===== src/hw/ses_pkg.sv =====
// Package for the shutter exposure sequencer: register map, field layout, reset values,
// line-shift and overhead tables, state codes and the configuration carrier.
// Assumes a 100 MHz bus clock and 32-bit AHB-Lite register access.
package ses_pkg;

  // ==========================================================================
  // Clock and time units
  localparam int CLK_PERIOD_NS = 10;
  localparam int NS_PER_US = 1000;
  localparam int CYC_PER_US = NS_PER_US / CLK_PERIOD_NS;

  // ==========================================================================
  // Register byte offsets
  localparam logic [7:0] ADDR_CTRL = 8'h00;
  localparam logic [7:0] ADDR_EXPOSURE = 8'h04;
  localparam logic [7:0] ADDR_HEIGHT = 8'h08;
  localparam logic [7:0] ADDR_STATUS = 8'h0C;
  localparam logic [7:0] ADDR_SENSOR_RO = 8'h10;
  localparam logic [7:0] ADDR_TOTAL_RO = 8'h14;
  localparam logic [7:0] ADDR_RESET_RT = 8'h18;
  localparam logic [7:0] ADDR_TOTAL_RT = 8'h1C;

  // ==========================================================================
  // Field positions
  localparam int CTRL_GLOBAL_BIT = 0;
  localparam int CTRL_MODE_BIT = 1;
  localparam int CTRL_WIDTH_BIT = 2;
  localparam int CTRL_TRIG_BIT = 3;
  localparam int CTRL_FMT_LSB = 4;
  localparam int CTRL_VAR_LSB = 6;
  localparam int STAT_BUSY_BIT = 0;
  localparam int STAT_EXP_BIT = 1;
  localparam int STAT_FLASH_BIT = 2;
  localparam int STAT_MISS_BIT = 3;

  // ==========================================================================
  // Reset values
  localparam logic [7:0] CTRL_RST = 8'h00;
  localparam logic [19:0] EXPOSURE_RST = 20'h0_0BB8;
  localparam logic [11:0] HEIGHT_RST = 12'h400;

  // ==========================================================================
  // Line-shift interval per variant and format, in ns
  localparam logic [15:0] SHIFT_FIXED_NS = 16'd35000;
  localparam logic [15:0] SHIFT_B8_NS = 16'd24725;
  localparam logic [15:0] SHIFT_B12_NS = 16'd30975;
  localparam logic [15:0] SHIFT_B12P_NS = 16'd28475;
  localparam logic [15:0] SHIFT_C8_NS = 16'd30750;
  localparam logic [15:0] SHIFT_C12_NS = 16'd37000;
  localparam logic [15:0] SHIFT_C12P_NS = 16'd33875;

  // Exposure overhead per mode, variant and format, in us
  localparam logic [15:0] OVH_LS_FIXED_US = 16'd490;
  localparam logic [15:0] OVH_LS_B8_US = 16'd3536;
  localparam logic [15:0] OVH_LS_B12_US = 16'd4430;
  localparam logic [15:0] OVH_LS_B12P_US = 16'd4072;
  localparam logic [15:0] OVH_LS_C8_US = 16'd4521;
  localparam logic [15:0] OVH_LS_C12_US = 16'd5439;
  localparam logic [15:0] OVH_LS_C12P_US = 16'd4980;
  localparam logic [15:0] OVH_GR_FIXED_US = 16'd810;
  localparam logic [15:0] OVH_GR_B8_US = 16'd22285;
  localparam logic [15:0] OVH_GR_B12_US = 16'd28516;
  localparam logic [15:0] OVH_GR_B12P_US = 16'd48371;
  localparam logic [15:0] OVH_GR_C8_US = 16'd23273;
  localparam logic [15:0] OVH_GR_C12_US = 16'd30513;
  localparam logic [15:0] OVH_GR_C12P_US = 16'd61217;

  // ==========================================================================
  // Types
  typedef enum logic [3:0] {
    ST_IDLE = 4'b0001,
    ST_EXPOSE = 4'b0010,
    ST_READ = 4'b0100,
    ST_OVH = 4'b1000
  } ses_state_type;

  typedef struct packed {
    logic global_shutter;
    logic grr_mode;
    logic width_mode;
    logic [1:0] fmt;
    logic [1:0] variant;
    logic [11:0] height;
    logic [19:0] exposure_us;
  } ses_cfg_type;

endpackage


===== src/hw/ses_sequencer.sv =====
// Shutter exposure sequencer: frame timing for global and rolling shutters.
// Assumes one AHB-Lite master, a frame trigger pin from outside the clock domain,
// and a 100 MHz hclk.
`timescale 1ns/1ns

// Operation
// - Global shutter: all lines start exposing together on the trigger.
// - Global shutter: all lines stop on timer end or trigger release in width mode.
// - Global shutter: line-by-line readout starts right after exposure ends.
// - Global shutter: exposure output spans first line start to last line end.
// - Sensor readout duration for current settings is readable.
// - Rolling shutter offers line-staggered and global-reset-release modes.
// - Line-staggered: lines reset one line-shift interval apart, top to bottom.
// - Line-shift interval depends on variant and pixel format depth.
// - Line-staggered: every line gets the programmed exposure time.
// - Each line reads out after its exposure, taking one line-shift interval.
// - Line-staggered readout total is shift times height plus overhead.
// - Reset runtime is shift times one less than the window height.
// - Total runtime is exposure plus total readout time.
// - Line-staggered: no flash window when exposure is below reset runtime.
// - Global-reset-release: all lines reset and expose together on trigger.
// - Global-reset-release: line ends staggered by shift after line one.
// - Global-reset-release readout total is shift times height plus its overhead.
// - Global-reset-release: exposure output follows line one exposure.
// - Global-reset-release: flash window opens right after the trigger.
// - Global-reset-release flash spans full exposure; line-staggered only part.
// - Flash window output exists in both rolling modes; lighting should use it.
// - Line-staggered flash opens after reset runtime, lasts exposure minus it.
// - Global-reset-release flash closes exposure time after the trigger.
// - Shutter runs in the host-selected mode.
module ses_sequencer #(
  parameter int US_CYCLES = ses_pkg::CYC_PER_US
) (
  input wire logic hclk, // Bus and sequencer clock.
  input wire logic hresetn, // Asynchronous reset, active low.
  input wire logic hsel, // Slave select.
  input wire logic [31:0] haddr, // Byte address.
  input wire logic [1:0] htrans, // Transfer type.
  input wire logic hwrite, // Write when high.
  input wire logic [2:0] hsize, // Transfer size, word only.
  input wire logic [31:0] hwdata, // Write data.
  input wire logic hready, // Bus ready.
  output logic hreadyout, // Slave ready.
  output logic [31:0] hrdata, // Read data.
  output logic hresp, // Response, always OKAY.
  input wire logic frame_trig_in, // Frame start trigger pin.
  output logic exposure_active, // Exposure in progress.
  output logic flash_window // Flash window open.
);
  import ses_pkg::*;

  // ==========================================================================
  // Trigger pin synchroniser
  logic trig_s1_r, trig_s2_r, trig_s3_r;
  always_ff @(posedge hclk or negedge hresetn) begin
    if (!hresetn) begin
      trig_s1_r <= 1'b0;
      trig_s2_r <= 1'b0;
      trig_s3_r <= 1'b0;
    end else begin
      trig_s1_r <= frame_trig_in;
      trig_s2_r <= trig_s1_r;
      trig_s3_r <= trig_s2_r;
    end
  end
  wire trig_rise = trig_s2_r & ~trig_s3_r;

  // ==========================================================================
  // AHB-Lite slave
  logic wr_pend_r;
  logic [7:0] wr_addr_r;
  logic [31:0] hrdata_r;
  logic hreadyout_r;
  wire addr_phase = hsel & htrans[1] & hready;
  wire wr_ctrl = wr_pend_r && (wr_addr_r == ADDR_CTRL);
  wire wr_exposure = wr_pend_r && (wr_addr_r == ADDR_EXPOSURE);
  wire wr_height = wr_pend_r && (wr_addr_r == ADDR_HEIGHT);
  wire wr_status = wr_pend_r && (wr_addr_r == ADDR_STATUS);
  wire sw_trig = wr_ctrl & hwdata[CTRL_TRIG_BIT];

  always_ff @(posedge hclk or negedge hresetn) begin
    if (!hresetn) begin
      wr_pend_r <= 1'b0;
      wr_addr_r <= 8'h00;
      hreadyout_r <= 1'b1;
    end else begin
      wr_pend_r <= addr_phase & hwrite;
      if (addr_phase) begin
        wr_addr_r <= haddr[7:0];
      end
      hreadyout_r <= 1'b1;
    end
  end
  assign hreadyout = hreadyout_r;
  assign hresp = 1'b0;

  // ==========================================================================
  // Configuration registers
  ses_cfg_type cfg_r;
  always_ff @(posedge hclk or negedge hresetn) begin
    if (!hresetn) begin
      cfg_r.global_shutter <= CTRL_RST[CTRL_GLOBAL_BIT];
      cfg_r.grr_mode <= CTRL_RST[CTRL_MODE_BIT];
      cfg_r.width_mode <= CTRL_RST[CTRL_WIDTH_BIT];
      cfg_r.fmt <= CTRL_RST[CTRL_FMT_LSB +: 2];
      cfg_r.variant <= CTRL_RST[CTRL_VAR_LSB +: 2];
      cfg_r.height <= HEIGHT_RST;
      cfg_r.exposure_us <= EXPOSURE_RST;
    end else begin
      if (wr_ctrl) begin
        cfg_r.global_shutter <= hwdata[CTRL_GLOBAL_BIT];
        cfg_r.grr_mode <= hwdata[CTRL_MODE_BIT];
        cfg_r.width_mode <= hwdata[CTRL_WIDTH_BIT];
        cfg_r.fmt <= hwdata[CTRL_FMT_LSB +: 2];
        cfg_r.variant <= hwdata[CTRL_VAR_LSB +: 2];
      end
      if (wr_exposure) begin
        cfg_r.exposure_us <= (hwdata[19:0] == 20'h0_0000) ? 20'h0_0001 : hwdata[19:0];
      end
      if (wr_height) begin
        cfg_r.height <= (hwdata[11:0] == 12'h000) ? 12'h001 : hwdata[11:0];
      end
    end
  end

  // ==========================================================================
  // Timing lookups and derived runtimes
  function automatic logic [15:0] shift_lookup(input logic [1:0] v, input logic [1:0] f);
    logic [15:0] r;
    r = SHIFT_FIXED_NS;
    if (v == 2'd1) begin
      r = (f == 2'd1) ? SHIFT_B12_NS : ((f == 2'd2) ? SHIFT_B12P_NS : SHIFT_B8_NS);
    end else if (v == 2'd2) begin
      r = (f == 2'd1) ? SHIFT_C12_NS : ((f == 2'd2) ? SHIFT_C12P_NS : SHIFT_C8_NS);
    end
    return r;
  endfunction

  function automatic logic [15:0] ovh_lookup(input logic g, input logic v1, input logic v2,
                                             input logic [1:0] f);
    logic [15:0] r;
    r = g ? OVH_GR_FIXED_US : OVH_LS_FIXED_US;
    if (v1) begin
      r = g ? ((f == 2'd1) ? OVH_GR_B12_US : ((f == 2'd2) ? OVH_GR_B12P_US : OVH_GR_B8_US))
            : ((f == 2'd1) ? OVH_LS_B12_US : ((f == 2'd2) ? OVH_LS_B12P_US : OVH_LS_B8_US));
    end else if (v2) begin
      r = g ? ((f == 2'd1) ? OVH_GR_C12_US : ((f == 2'd2) ? OVH_GR_C12P_US : OVH_GR_C8_US))
            : ((f == 2'd1) ? OVH_LS_C12_US : ((f == 2'd2) ? OVH_LS_C12P_US : OVH_LS_C8_US));
    end
    return r;
  endfunction

  // The global shutter has no preparation overhead after readout.
  wire [15:0] cur_shift = shift_lookup(cfg_r.variant, cfg_r.fmt);
  wire [15:0] cur_ovh = cfg_r.global_shutter ? 16'h0000
                      : ovh_lookup(cfg_r.grr_mode, cfg_r.variant == 2'd1, cfg_r.variant == 2'd2, cfg_r.fmt);
  wire [31:0] sensor_ro_ns = 32'(cur_shift) * 32'(cfg_r.height);
  wire [31:0] reset_rt_ns = 32'(cur_shift) * 32'(cfg_r.height - 12'h001);
  wire [31:0] total_ro_ns = sensor_ro_ns + 32'(cur_ovh) * 32'(NS_PER_US);
  wire [31:0] total_rt_ns = 32'(cfg_r.exposure_us) * 32'(NS_PER_US) + total_ro_ns;

  // ==========================================================================
  // Frame sequencer
  ses_state_type state_r, state_nxt;
  ses_cfg_type lat_r;
  logic [15:0] lat_shift_r, lat_ovh_r;
  logic lat_hw_r;
  logic [15:0] us_div_r;
  logic [19:0] us_cnt_r;
  logic [15:0] ro_acc_r, rs_acc_r;
  logic [11:0] ro_lines_r, rs_lines_r;
  logic rs_done_r, rs_done_nxt;
  logic miss_r;
  logic exp_r, flash_r;

  wire start = (state_r == ST_IDLE) && (trig_rise || sw_trig);
  wire us_tick = (us_div_r == 16'(US_CYCLES - 1));
  wire width_end = lat_r.global_shutter && lat_r.width_mode && lat_hw_r && !trig_s2_r;
  wire timer_end = us_tick && (us_cnt_r == lat_r.exposure_us - 20'h0_0001);
  wire expose_end = (state_r == ST_EXPOSE) &&
                    ((lat_r.global_shutter && lat_r.width_mode && lat_hw_r) ? width_end : timer_end);
  wire [16:0] ro_sum = {1'b0, ro_acc_r} + 17'(CLK_PERIOD_NS);
  wire ro_step = ro_sum >= {1'b0, lat_shift_r};
  wire ro_last = (state_r == ST_READ) && ro_step && (ro_lines_r == lat_r.height - 12'h001);
  wire ovh_done = (state_r == ST_OVH) && us_tick && (us_cnt_r == 20'(lat_ovh_r) - 20'h0_0001);
  wire [16:0] rs_sum = {1'b0, rs_acc_r} + 17'(CLK_PERIOD_NS);
  wire rs_step = rs_sum >= {1'b0, lat_shift_r};
  wire rs_active = (state_r != ST_IDLE) && !rs_done_r;
  wire phase_start = start || (state_nxt != state_r);
  wire ses_cfg_type lat_nxt = start ? cfg_r : lat_r;
  wire ls_nxt = !lat_nxt.global_shutter && !lat_nxt.grr_mode;
  wire miss_set = expose_end && !lat_r.global_shutter && !lat_r.grr_mode && !rs_done_nxt;

  always_comb begin
    state_nxt = state_r;
    unique case (state_r)
      ST_IDLE: begin
        if (start) begin
          state_nxt = ST_EXPOSE;
        end
      end
      ST_EXPOSE: begin
        if (expose_end) begin
          state_nxt = ST_READ;
        end
      end
      ST_READ: begin
        if (ro_last) begin
          state_nxt = (lat_ovh_r == 16'h0000) ? ST_IDLE : ST_OVH;
        end
      end
      ST_OVH: begin
        if (ovh_done) begin
          state_nxt = ST_IDLE;
        end
      end
      default: state_nxt = ST_IDLE;
    endcase
  end

  // The reset sweep runs from the trigger, in parallel with the exposure.
  always_comb begin
    rs_done_nxt = rs_done_r;
    if (start) begin
      rs_done_nxt = (cfg_r.height == 12'h001);
    end else if (rs_active && rs_step && (rs_lines_r == lat_r.height - 12'h002)) begin
      rs_done_nxt = 1'b1;
    end
  end

  always_ff @(posedge hclk or negedge hresetn) begin
    if (!hresetn) begin
      state_r <= ST_IDLE;
      lat_r <= '0;
      lat_shift_r <= 16'h0000;
      lat_ovh_r <= 16'h0000;
      lat_hw_r <= 1'b0;
    end else begin
      state_r <= state_nxt;
      if (start) begin
        lat_r <= cfg_r;
        lat_shift_r <= cur_shift;
        lat_ovh_r <= cur_ovh;
        lat_hw_r <= trig_rise;
      end
    end
  end

  always_ff @(posedge hclk or negedge hresetn) begin
    if (!hresetn) begin
      us_div_r <= 16'h0000;
      us_cnt_r <= 20'h0_0000;
    end else if (phase_start) begin
      us_div_r <= 16'h0000;
      us_cnt_r <= 20'h0_0000;
    end else begin
      us_div_r <= us_tick ? 16'h0000 : us_div_r + 16'h0001;
      if (us_tick) begin
        us_cnt_r <= us_cnt_r + 20'h0_0001;
      end
    end
  end

  // Fractional line-shift timing: the residue carries over, so no drift builds up.
  always_ff @(posedge hclk or negedge hresetn) begin
    if (!hresetn) begin
      ro_acc_r <= 16'h0000;
      ro_lines_r <= 12'h000;
    end else if (state_r != ST_READ) begin
      ro_acc_r <= 16'h0000;
      ro_lines_r <= 12'h000;
    end else if (ro_step) begin
      ro_acc_r <= 16'(ro_sum - {1'b0, lat_shift_r});
      ro_lines_r <= ro_lines_r + 12'h001;
    end else begin
      ro_acc_r <= ro_sum[15:0];
    end
  end

  always_ff @(posedge hclk or negedge hresetn) begin
    if (!hresetn) begin
      rs_acc_r <= 16'h0000;
      rs_lines_r <= 12'h000;
      rs_done_r <= 1'b0;
    end else begin
      rs_done_r <= rs_done_nxt;
      if (start) begin
        rs_acc_r <= 16'h0000;
        rs_lines_r <= 12'h000;
      end else if (rs_active && rs_step) begin
        rs_acc_r <= 16'(rs_sum - {1'b0, lat_shift_r});
        rs_lines_r <= rs_lines_r + 12'h001;
      end else if (rs_active) begin
        rs_acc_r <= rs_sum[15:0];
      end
    end
  end

  // ==========================================================================
  // Outputs and status
  always_ff @(posedge hclk or negedge hresetn) begin
    if (!hresetn) begin
      exp_r <= 1'b0;
      flash_r <= 1'b0;
      miss_r <= 1'b0;
    end else begin
      exp_r <= (state_nxt == ST_EXPOSE);
      // Line-staggered opens once the last line is reset; reset-release opens at once.
      flash_r <= (state_nxt == ST_EXPOSE) && !lat_nxt.global_shutter &&
                 (lat_nxt.grr_mode || (ls_nxt && rs_done_nxt));
      if (miss_set) begin
        miss_r <= 1'b1;
      end else if (wr_status && hwdata[STAT_MISS_BIT]) begin
        miss_r <= 1'b0;
      end
    end
  end
  assign exposure_active = exp_r;
  assign flash_window = flash_r;

  // ==========================================================================
  // Read data
  logic [31:0] rd_mux;
  wire [7:0] ctrl_rd = {cfg_r.variant, cfg_r.fmt, 1'b0, cfg_r.width_mode, cfg_r.grr_mode, cfg_r.global_shutter};
  wire [3:0] stat_rd = {miss_r, flash_r, exp_r, state_r != ST_IDLE};
  always_comb begin
    rd_mux = 32'h0000_0000;
    unique case (haddr[7:0])
      ADDR_CTRL: rd_mux = {24'h00_0000, ctrl_rd};
      ADDR_EXPOSURE: rd_mux = {12'h000, cfg_r.exposure_us};
      ADDR_HEIGHT: rd_mux = {20'h0_0000, cfg_r.height};
      ADDR_STATUS: rd_mux = {28'h000_0000, stat_rd};
      ADDR_SENSOR_RO: rd_mux = sensor_ro_ns;
      ADDR_TOTAL_RO: rd_mux = total_ro_ns;
      ADDR_RESET_RT: rd_mux = reset_rt_ns;
      ADDR_TOTAL_RT: rd_mux = total_rt_ns;
      default: rd_mux = 32'h0000_0000;
    endcase
  end
  always_ff @(posedge hclk or negedge hresetn) begin
    if (!hresetn) begin
      hrdata_r <= 32'h0000_0000;
    end else if (addr_phase && !hwrite) begin
      hrdata_r <= rd_mux;
    end
  end
  assign hrdata = hrdata_r;

  logic [31:0] exp_cyc_r;
  always_ff @(posedge hclk or negedge hresetn) begin
    if (!hresetn) begin
      exp_cyc_r <= 32'h0000_0000;
    end else if (start) begin
      exp_cyc_r <= 32'h0000_0000;
    end else if (state_r == ST_EXPOSE) begin
      exp_cyc_r <= exp_cyc_r + 32'h0000_0001;
    end
  end

  wire [31:0] lat_rst_ns = 32'(lat_shift_r) * 32'(lat_r.height - 12'h001);
endmodule


===== config.mk =====
export PLATFORM = sky130hd
export DESIGN_NAME = ses_sequencer
export DESIGN_NICKNAME = d
export VERILOG_FILES = /design/src/hw/ses_pkg.sv /design/src/hw/ses_sequencer.sv
export SDC_FILE = /design/constraint.sdc
export NUM_CORES = 2
export LEC_CHECK = 0
export BUFFER_PORTS_ARGS = -buffer_cell sky130_fd_sc_hd__buf_2
export CAP_MARGIN = 20
export CORE_UTILIZATION = 50
export CTS_BUF_LIST = sky130_fd_sc_hd__clkbuf_8
export DETAILED_ROUTE_END_ITERATION = 16
export PLACE_DENSITY_LB_ADDON = 0.15
export SLEW_MARGIN = 10
export SYNTH_ARGS = -nofsm -noshare
export SYNTH_HDL_FRONTEND = slang
export SYNTH_SLANG_ARGS = --single-unit

===== constraint.sdc =====
create_clock -name hclk -period 23.5 [get_ports hclk]
set_input_delay 1.175 -clock hclk [delete_from_list [all_inputs] [get_ports hclk]]
set_output_delay 1.175 -clock hclk [all_outputs]
set_load 0.05 [all_outputs]

==> flow_results.xml <==
<?xml version="1.0" encoding="UTF-8"?>
<metrics>
  <group name="critical_path">
    <metric name="worstRegToRegCells" unit="">35</metric>
    <metric name="critical_path.slowest_cell" unit="">sky130_fd_sc_hd__a21boi_0</metric>
    <metric name="worst_path_max_stage_delay" unit="ns">0.64</metric>
    <metric name="ff2ff_setup_slack" unit="ns">12.22</metric>
    <metric name="cp-start-kind" unit="">flop</metric>
    <metric name="critPathMostFrequentCell" unit="">sky130_fd_sc_hd__fa_1</metric>
    <metric name="timing.rr.start" unit="">cfg_r[32]</metric>
    <metric name="critPathRequiredTime" unit="ns">23.98</metric>
    <metric name="r2r_end" unit="">hrdata[27]</metric>
    <metric name="maximum_fanout_count_along_the_critical_path" unit="">16</metric>
    <metric name="data_arrival_time_of_the_critical_path" unit="ns">11.76</metric>
    <metric name="setup.worst_path.class" unit="">flop to flop</metric>
    <metric name="setup.worst_path.end_class" unit="">flop</metric>
  </group>
  <group name="clock_network">
    <metric name="clock_path_buffers" unit="">3</metric>
    <metric name="cts_tree" unit="">done</metric>
    <metric name="clock_insertion_delay_worst_skew" unit="ns">0.64</metric>
    <metric name="tritoncts.num_buffers" unit="">46</metric>
    <metric name="ctsHoldBuffers" unit="">0</metric>
    <metric name="cts_num_sinks" unit="">249</metric>
    <metric name="ctsRootBufferMaster" unit="">sky130_fd_sc_hd__clkbuf_8</metric>
    <metric name="worst_setup_hold_path_clk_slew" unit="ns">0.07</metric>
    <metric name="h-tree-depth" unit="">2</metric>
    <metric name="post_cts.repair.setup_buffers" unit="">0</metric>
    <metric name="cts_resized" unit="">0</metric>
  </group>
  <group name="synth">
    <metric name="synth_cells" unit="">4264</metric>
    <metric name="total_nets_after_synthesis" unit="">5142</metric>
    <metric name="yosysUniqueCellTypes" unit="">100</metric>
    <metric name="ys_async_rst_share" unit="%">100</metric>
    <metric name="synthFlopType" unit="">sky130_fd_sc_hd__dfrtp_1</metric>
    <metric name="postSynthRegisterBits" unit="">249</metric>
    <metric name="netlist_area" unit="mm2">0.0368</metric>
    <metric name="warning_count_from_the_yosys_run" unit="">0</metric>
    <metric name="syn_area_per_cell" unit="um2">8.64</metric>
    <metric name="synth_enable_flop_cells" unit="">0</metric>
    <metric name="synth_seq_area_share" unit="%">16.9</metric>
  </group>
  <group name="global_route">
    <metric name="grt_start_max_net_pins" unit="">131</metric>
    <metric name="globalRouteTotalUtil" unit="%">28.9</metric>
    <metric name="grt_pass1_vias" unit="">29700</metric>
    <metric name="first_pass_grt_wire_length" unit="mm">168</metric>
    <metric name="grt_overflow" unit="">0</metric>
    <metric name="grt_antenna_before_repair" unit="">8</metric>
  </group>
  <group name="timing">
    <metric name="finalHoldViolCount" unit="">0</metric>
    <metric name="maxSlewViolCount" unit="">0</metric>
    <metric name="finalSetupViolations" unit="">0</metric>
    <metric name="clock.fmax" unit="GHz">0.0887</metric>
    <metric name="transition_at_the_pin_with_the_smallest_max_transition_slack" unit="ns">1.06</metric>
    <metric name="worst_clock_skew" unit="ns">0.0214</metric>
    <metric name="timing.final.ws_setup" unit="ns">12.22</metric>
    <metric name="post-route-period-util" unit="%">48.0</metric>
    <metric name="final.min_clock_period" unit="ns">11.28</metric>
    <metric name="timing.max_slew.rel_slack" unit="%">28.9</metric>
    <metric name="totalNegativeSetupSlack" unit="ns">0</metric>
    <metric name="unrepaired_setup_endpoints_after_global_routing" unit="">false</metric>
  </group>
  <group name="outcome">
    <metric name="status" unit="">finished, final reports clean</metric>
  </group>
  <group name="final_layout">
    <metric name="register_area" unit="mm2">0.00624</metric>
    <metric name="post-route-cell-area" unit="mm2">0.0394</metric>
    <metric name="final_layout_size_suffix_gt1_share" unit="%">7.42</metric>
    <metric name="area_growth" unit="%">6.97</metric>
    <metric name="nNetsFinal" unit="">5154</metric>
    <metric name="fillers" unit="">6921</metric>
    <metric name="multiInputGateArea" unit="mm2">0.0276</metric>
  </group>
  <group name="floorplan">
    <metric name="number_of_i_o_pins" unit="">111</metric>
    <metric name="dieArea" unit="mm2">0.0748</metric>
    <metric name="fp.coreArea" unit="mm2">0.0730</metric>
    <metric name="cell_rows" unit="">99</metric>
    <metric name="starting_density_of_the_core" unit="%">50.5</metric>
    <metric name="vertical_die_dimension" unit="um">273</metric>
    <metric name="die_w" unit="um">273</metric>
  </group>
  <group name="routing">
    <metric name="dr_total_vias" unit="">29900</metric>
    <metric name="dr.first_iter.drc_count" unit="">2231</metric>
    <metric name="postRouteWirelength" unit="mm">104</metric>
    <metric name="drc_errors" unit="">0</metric>
    <metric name="routed_via_density" unit="">5.66</metric>
    <metric name="drt.antenna.violating_nets" unit="">0</metric>
    <metric name="tritonroute_pass_1_iters" unit="">6</metric>
    <metric name="routedWlPerCell" unit="um">19.8</metric>
  </group>
  <group name="min_path">
    <metric name="holdCritPathClass" unit="">flop to flop</metric>
    <metric name="worstHoldEndpoint" unit="">trig_s2_r</metric>
    <metric name="hold_path_depth" unit="">0</metric>
    <metric name="min-delay-start" unit="">trig_s1_r</metric>
  </group>
  <group name="placement">
    <metric name="buffer_ports.inserted" unit="">68</metric>
    <metric name="pre_cts_ws" unit="ns">12.34</metric>
    <metric name="routabilityCongestion" unit="">0.973</metric>
    <metric name="area_post_placement" unit="mm2">0.0383</metric>
    <metric name="dpl.hpwl" unit="mm">83.1</metric>
  </group>
  <group name="run">
    <metric name="max_cap_violations" unit="">0</metric>
  </group>
</metrics>
[stage by stage]
| stage | hold slack, ns | std cells | util, % |
|---|---|---|---|
| 2_1_floorplan | 0.331 | 4264 | - |
| 3_3_place_gp | 0.337 | 5186 | 52.4 |
| 3_5_place_dp | 0.346 | 5186 | 52.4 |
| 4_1_cts | 0.379 | 5271 | 54.0 |
| 5_1_grt | 0.384 | 5273 | 54.0 |
| 6_report | 0.378 | 5275 | 54.0 |
[sequential cells by signal (all words and copies together), names as in the netlist]
| register | count |
|---|---|
| lat_hw_r | 1 |
| us_div_r | 16 |
| lat_ovh_r | 16 |
| trig_s2_r | 1 |
| wr_addr_r | 8 |
| exposure_active | 1 |
| us_cnt_r | 20 |
| rs_done_r | 1 |
| miss_r | 1 |
| ro_acc_r | 16 |
| lat_r | 35 |
| state_r | 4 |
| ro_lines_r | 12 |
| hrdata | 32 |
| cfg_r | 39 |
| wr_pend_r | 1 |
| trig_s3_r | 1 |
| lat_shift_r | 14 |
| flash_window | 1 |
| rs_acc_r | 16 |
| rs_lines_r | 12 |
| trig_s1_r | 1 |
[worst max path at each step]
stage                     slack (ns)         end  cells past startpoint  startpoint
after CTS                      12.29  hrdata[22]                     39   cfg_r[34]
after floorplan                14.45  hrdata[24]                     39   cfg_r[32]
after global placement         12.39  hrdata[22]                     39   cfg_r[34]
final                          12.22  hrdata[27]                     35   cfg_r[32]
after detailed placement       12.34  hrdata[22]                     37   cfg_r[32]
after global routing           11.59  hrdata[22]                     37   cfg_r[34]
[synth_stat cells, types with 8 or more instances]
| cell | instances | area share [%] |
|---|---|---|
| sky130_fd_sc_hd__a2111oi_0 | 8 | 0.19 |
| sky130_fd_sc_hd__a211o_1 | 8 | 0.19 |
| sky130_fd_sc_hd__a211oi_1 | 21 | 0.43 |
| sky130_fd_sc_hd__a21boi_0 | 13 | 0.26 |
| sky130_fd_sc_hd__a21o_1 | 60 | 1.2 |
| sky130_fd_sc_hd__a21oi_1 | 165 | 2.2 |
| sky130_fd_sc_hd__a221oi_1 | 20 | 0.48 |
| sky130_fd_sc_hd__a222oi_1 | 15 | 0.41 |
| sky130_fd_sc_hd__a22o_1 | 12 | 0.29 |
| sky130_fd_sc_hd__a22oi_1 | 19 | 0.39 |
| sky130_fd_sc_hd__a31o_2 | 8 | 0.19 |
| sky130_fd_sc_hd__a31oi_1 | 28 | 0.48 |
| sky130_fd_sc_hd__and2_1 | 59 | 1.0 |
| sky130_fd_sc_hd__and3_1 | 42 | 0.71 |
| sky130_fd_sc_hd__buf_1 | 9 | 0.092 |
| sky130_fd_sc_hd__clkbuf_1 | 145 | 1.5 |
| sky130_fd_sc_hd__dfrtp_1 | 240 | 16 |
| sky130_fd_sc_hd__dfstp_2 | 9 | 0.64 |
| sky130_fd_sc_hd__fa_1 | 420 | 23 |
| sky130_fd_sc_hd__ha_1 | 383 | 13 |
| sky130_fd_sc_hd__inv_1 | 637 | 6.5 |
| sky130_fd_sc_hd__mux2_2 | 39 | 1.2 |
| sky130_fd_sc_hd__mux2i_1 | 16 | 0.43 |
| sky130_fd_sc_hd__nand2_1 | 494 | 5.0 |
| sky130_fd_sc_hd__nand2b_1 | 38 | 0.65 |
| sky130_fd_sc_hd__nand3_1 | 80 | 1.1 |
| sky130_fd_sc_hd__nand4_1 | 35 | 0.59 |
| sky130_fd_sc_hd__nand4b_1 | 8 | 0.19 |
| sky130_fd_sc_hd__nor2_1 | 301 | 3.1 |
| sky130_fd_sc_hd__nor2b_1 | 44 | 0.75 |
| sky130_fd_sc_hd__nor3_1 | 83 | 1.1 |
| sky130_fd_sc_hd__nor4_1 | 29 | 0.49 |
| sky130_fd_sc_hd__nor4b_1 | 9 | 0.21 |
| sky130_fd_sc_hd__o2111ai_1 | 8 | 0.19 |
| sky130_fd_sc_hd__o211ai_1 | 13 | 0.26 |
| sky130_fd_sc_hd__o21a_1 | 27 | 0.55 |
| sky130_fd_sc_hd__o21ai_0 | 193 | 2.6 |
| sky130_fd_sc_hd__o21bai_1 | 12 | 0.24 |
| sky130_fd_sc_hd__o22ai_1 | 12 | 0.20 |
| sky130_fd_sc_hd__o31ai_1 | 15 | 0.31 |
| sky130_fd_sc_hd__or2_2 | 14 | 0.24 |
| sky130_fd_sc_hd__or3_1 | 30 | 0.51 |
| sky130_fd_sc_hd__xnor2_1 | 190 | 4.5 |
| sky130_fd_sc_hd__xor2_1 | 120 | 2.9 |
[cells by family after synthesis]
family / Yosys count / synth area share (%)
buffers and inverters: 808 / 8.38
other: 2 / 0.0204
DFF: 249 / 16.9
and+or+nand+nor: 1311 / 16.8
AOI/OAI and AO/OA: 723 / 12.8
xor gates and xnor gates: 312 / 7.50
adders and majority gates: 803 / 35.8
muxes: 56 / 1.66
[cell type report]
class                           count  area share [%]
Inverter                          638            6.08
Clock buffer                       60            2.10
Multi-Input combinational cell   3207            70.0
Timing Repair Buffer              134            2.16
Sequential cell                   249            15.8
Clock inverter                     25           0.721
Antenna cell                        3          0.0191
Tap cell                          959            3.05
[placed cells by master, fill, tap and decap left out, drive strengths merged, types with 15 or more instances in the layout]
| master | instances |
|---|---|
| a211oi | 21 |
| a21o | 60 |
| a21oi | 165 |
| a221oi | 20 |
| a222oi | 15 |
| a22oi | 19 |
| a31oi | 28 |
| and2 | 60 |
| and3 | 43 |
| buf | 133 |
| clkbuf | 60 |
| dfrtp | 240 |
| fa | 420 |
| ha | 383 |
| inv | 645 |
| mux2 | 40 |
| mux2i | 16 |
| nand2 | 494 |
| nand2b | 38 |
| nand3 | 81 |
| nand4 | 35 |
| nor2 | 301 |
| nor2b | 44 |
| nor3 | 85 |
| nor4 | 31 |
| o21a | 27 |
| o21ai | 197 |
| o31ai | 15 |
| or3 | 30 |
| xnor2 | 190 |
| xor2 | 120 |
[routing by layer]
layer  up-vias  wire, um  global-route usage, %
met4        10      2950                   7.26
met5         -        69                      0
met2       857     47200                   45.6
met1     14700     47100                   41.2
met3       184      7190                   4.60
li1      14200         -                      -
[worst max-delay path, delay by kind of cell, from the launching register on]
kind / cells / cell delay [ns]
adders and majority gates: 8 / 3.48
and+or+nand+nor: 8 / 2.33
xor gates and xnor gates: 2 / 0.32
DFF: 1 / 0.61
AOI/OAI and AO/OA: 11 / 3.39
buffers and inverters: 6 / 0.97
Power is not shown: default switching activity piles up to over one toggle a cycle in this logic, so the estimate is an artifact.
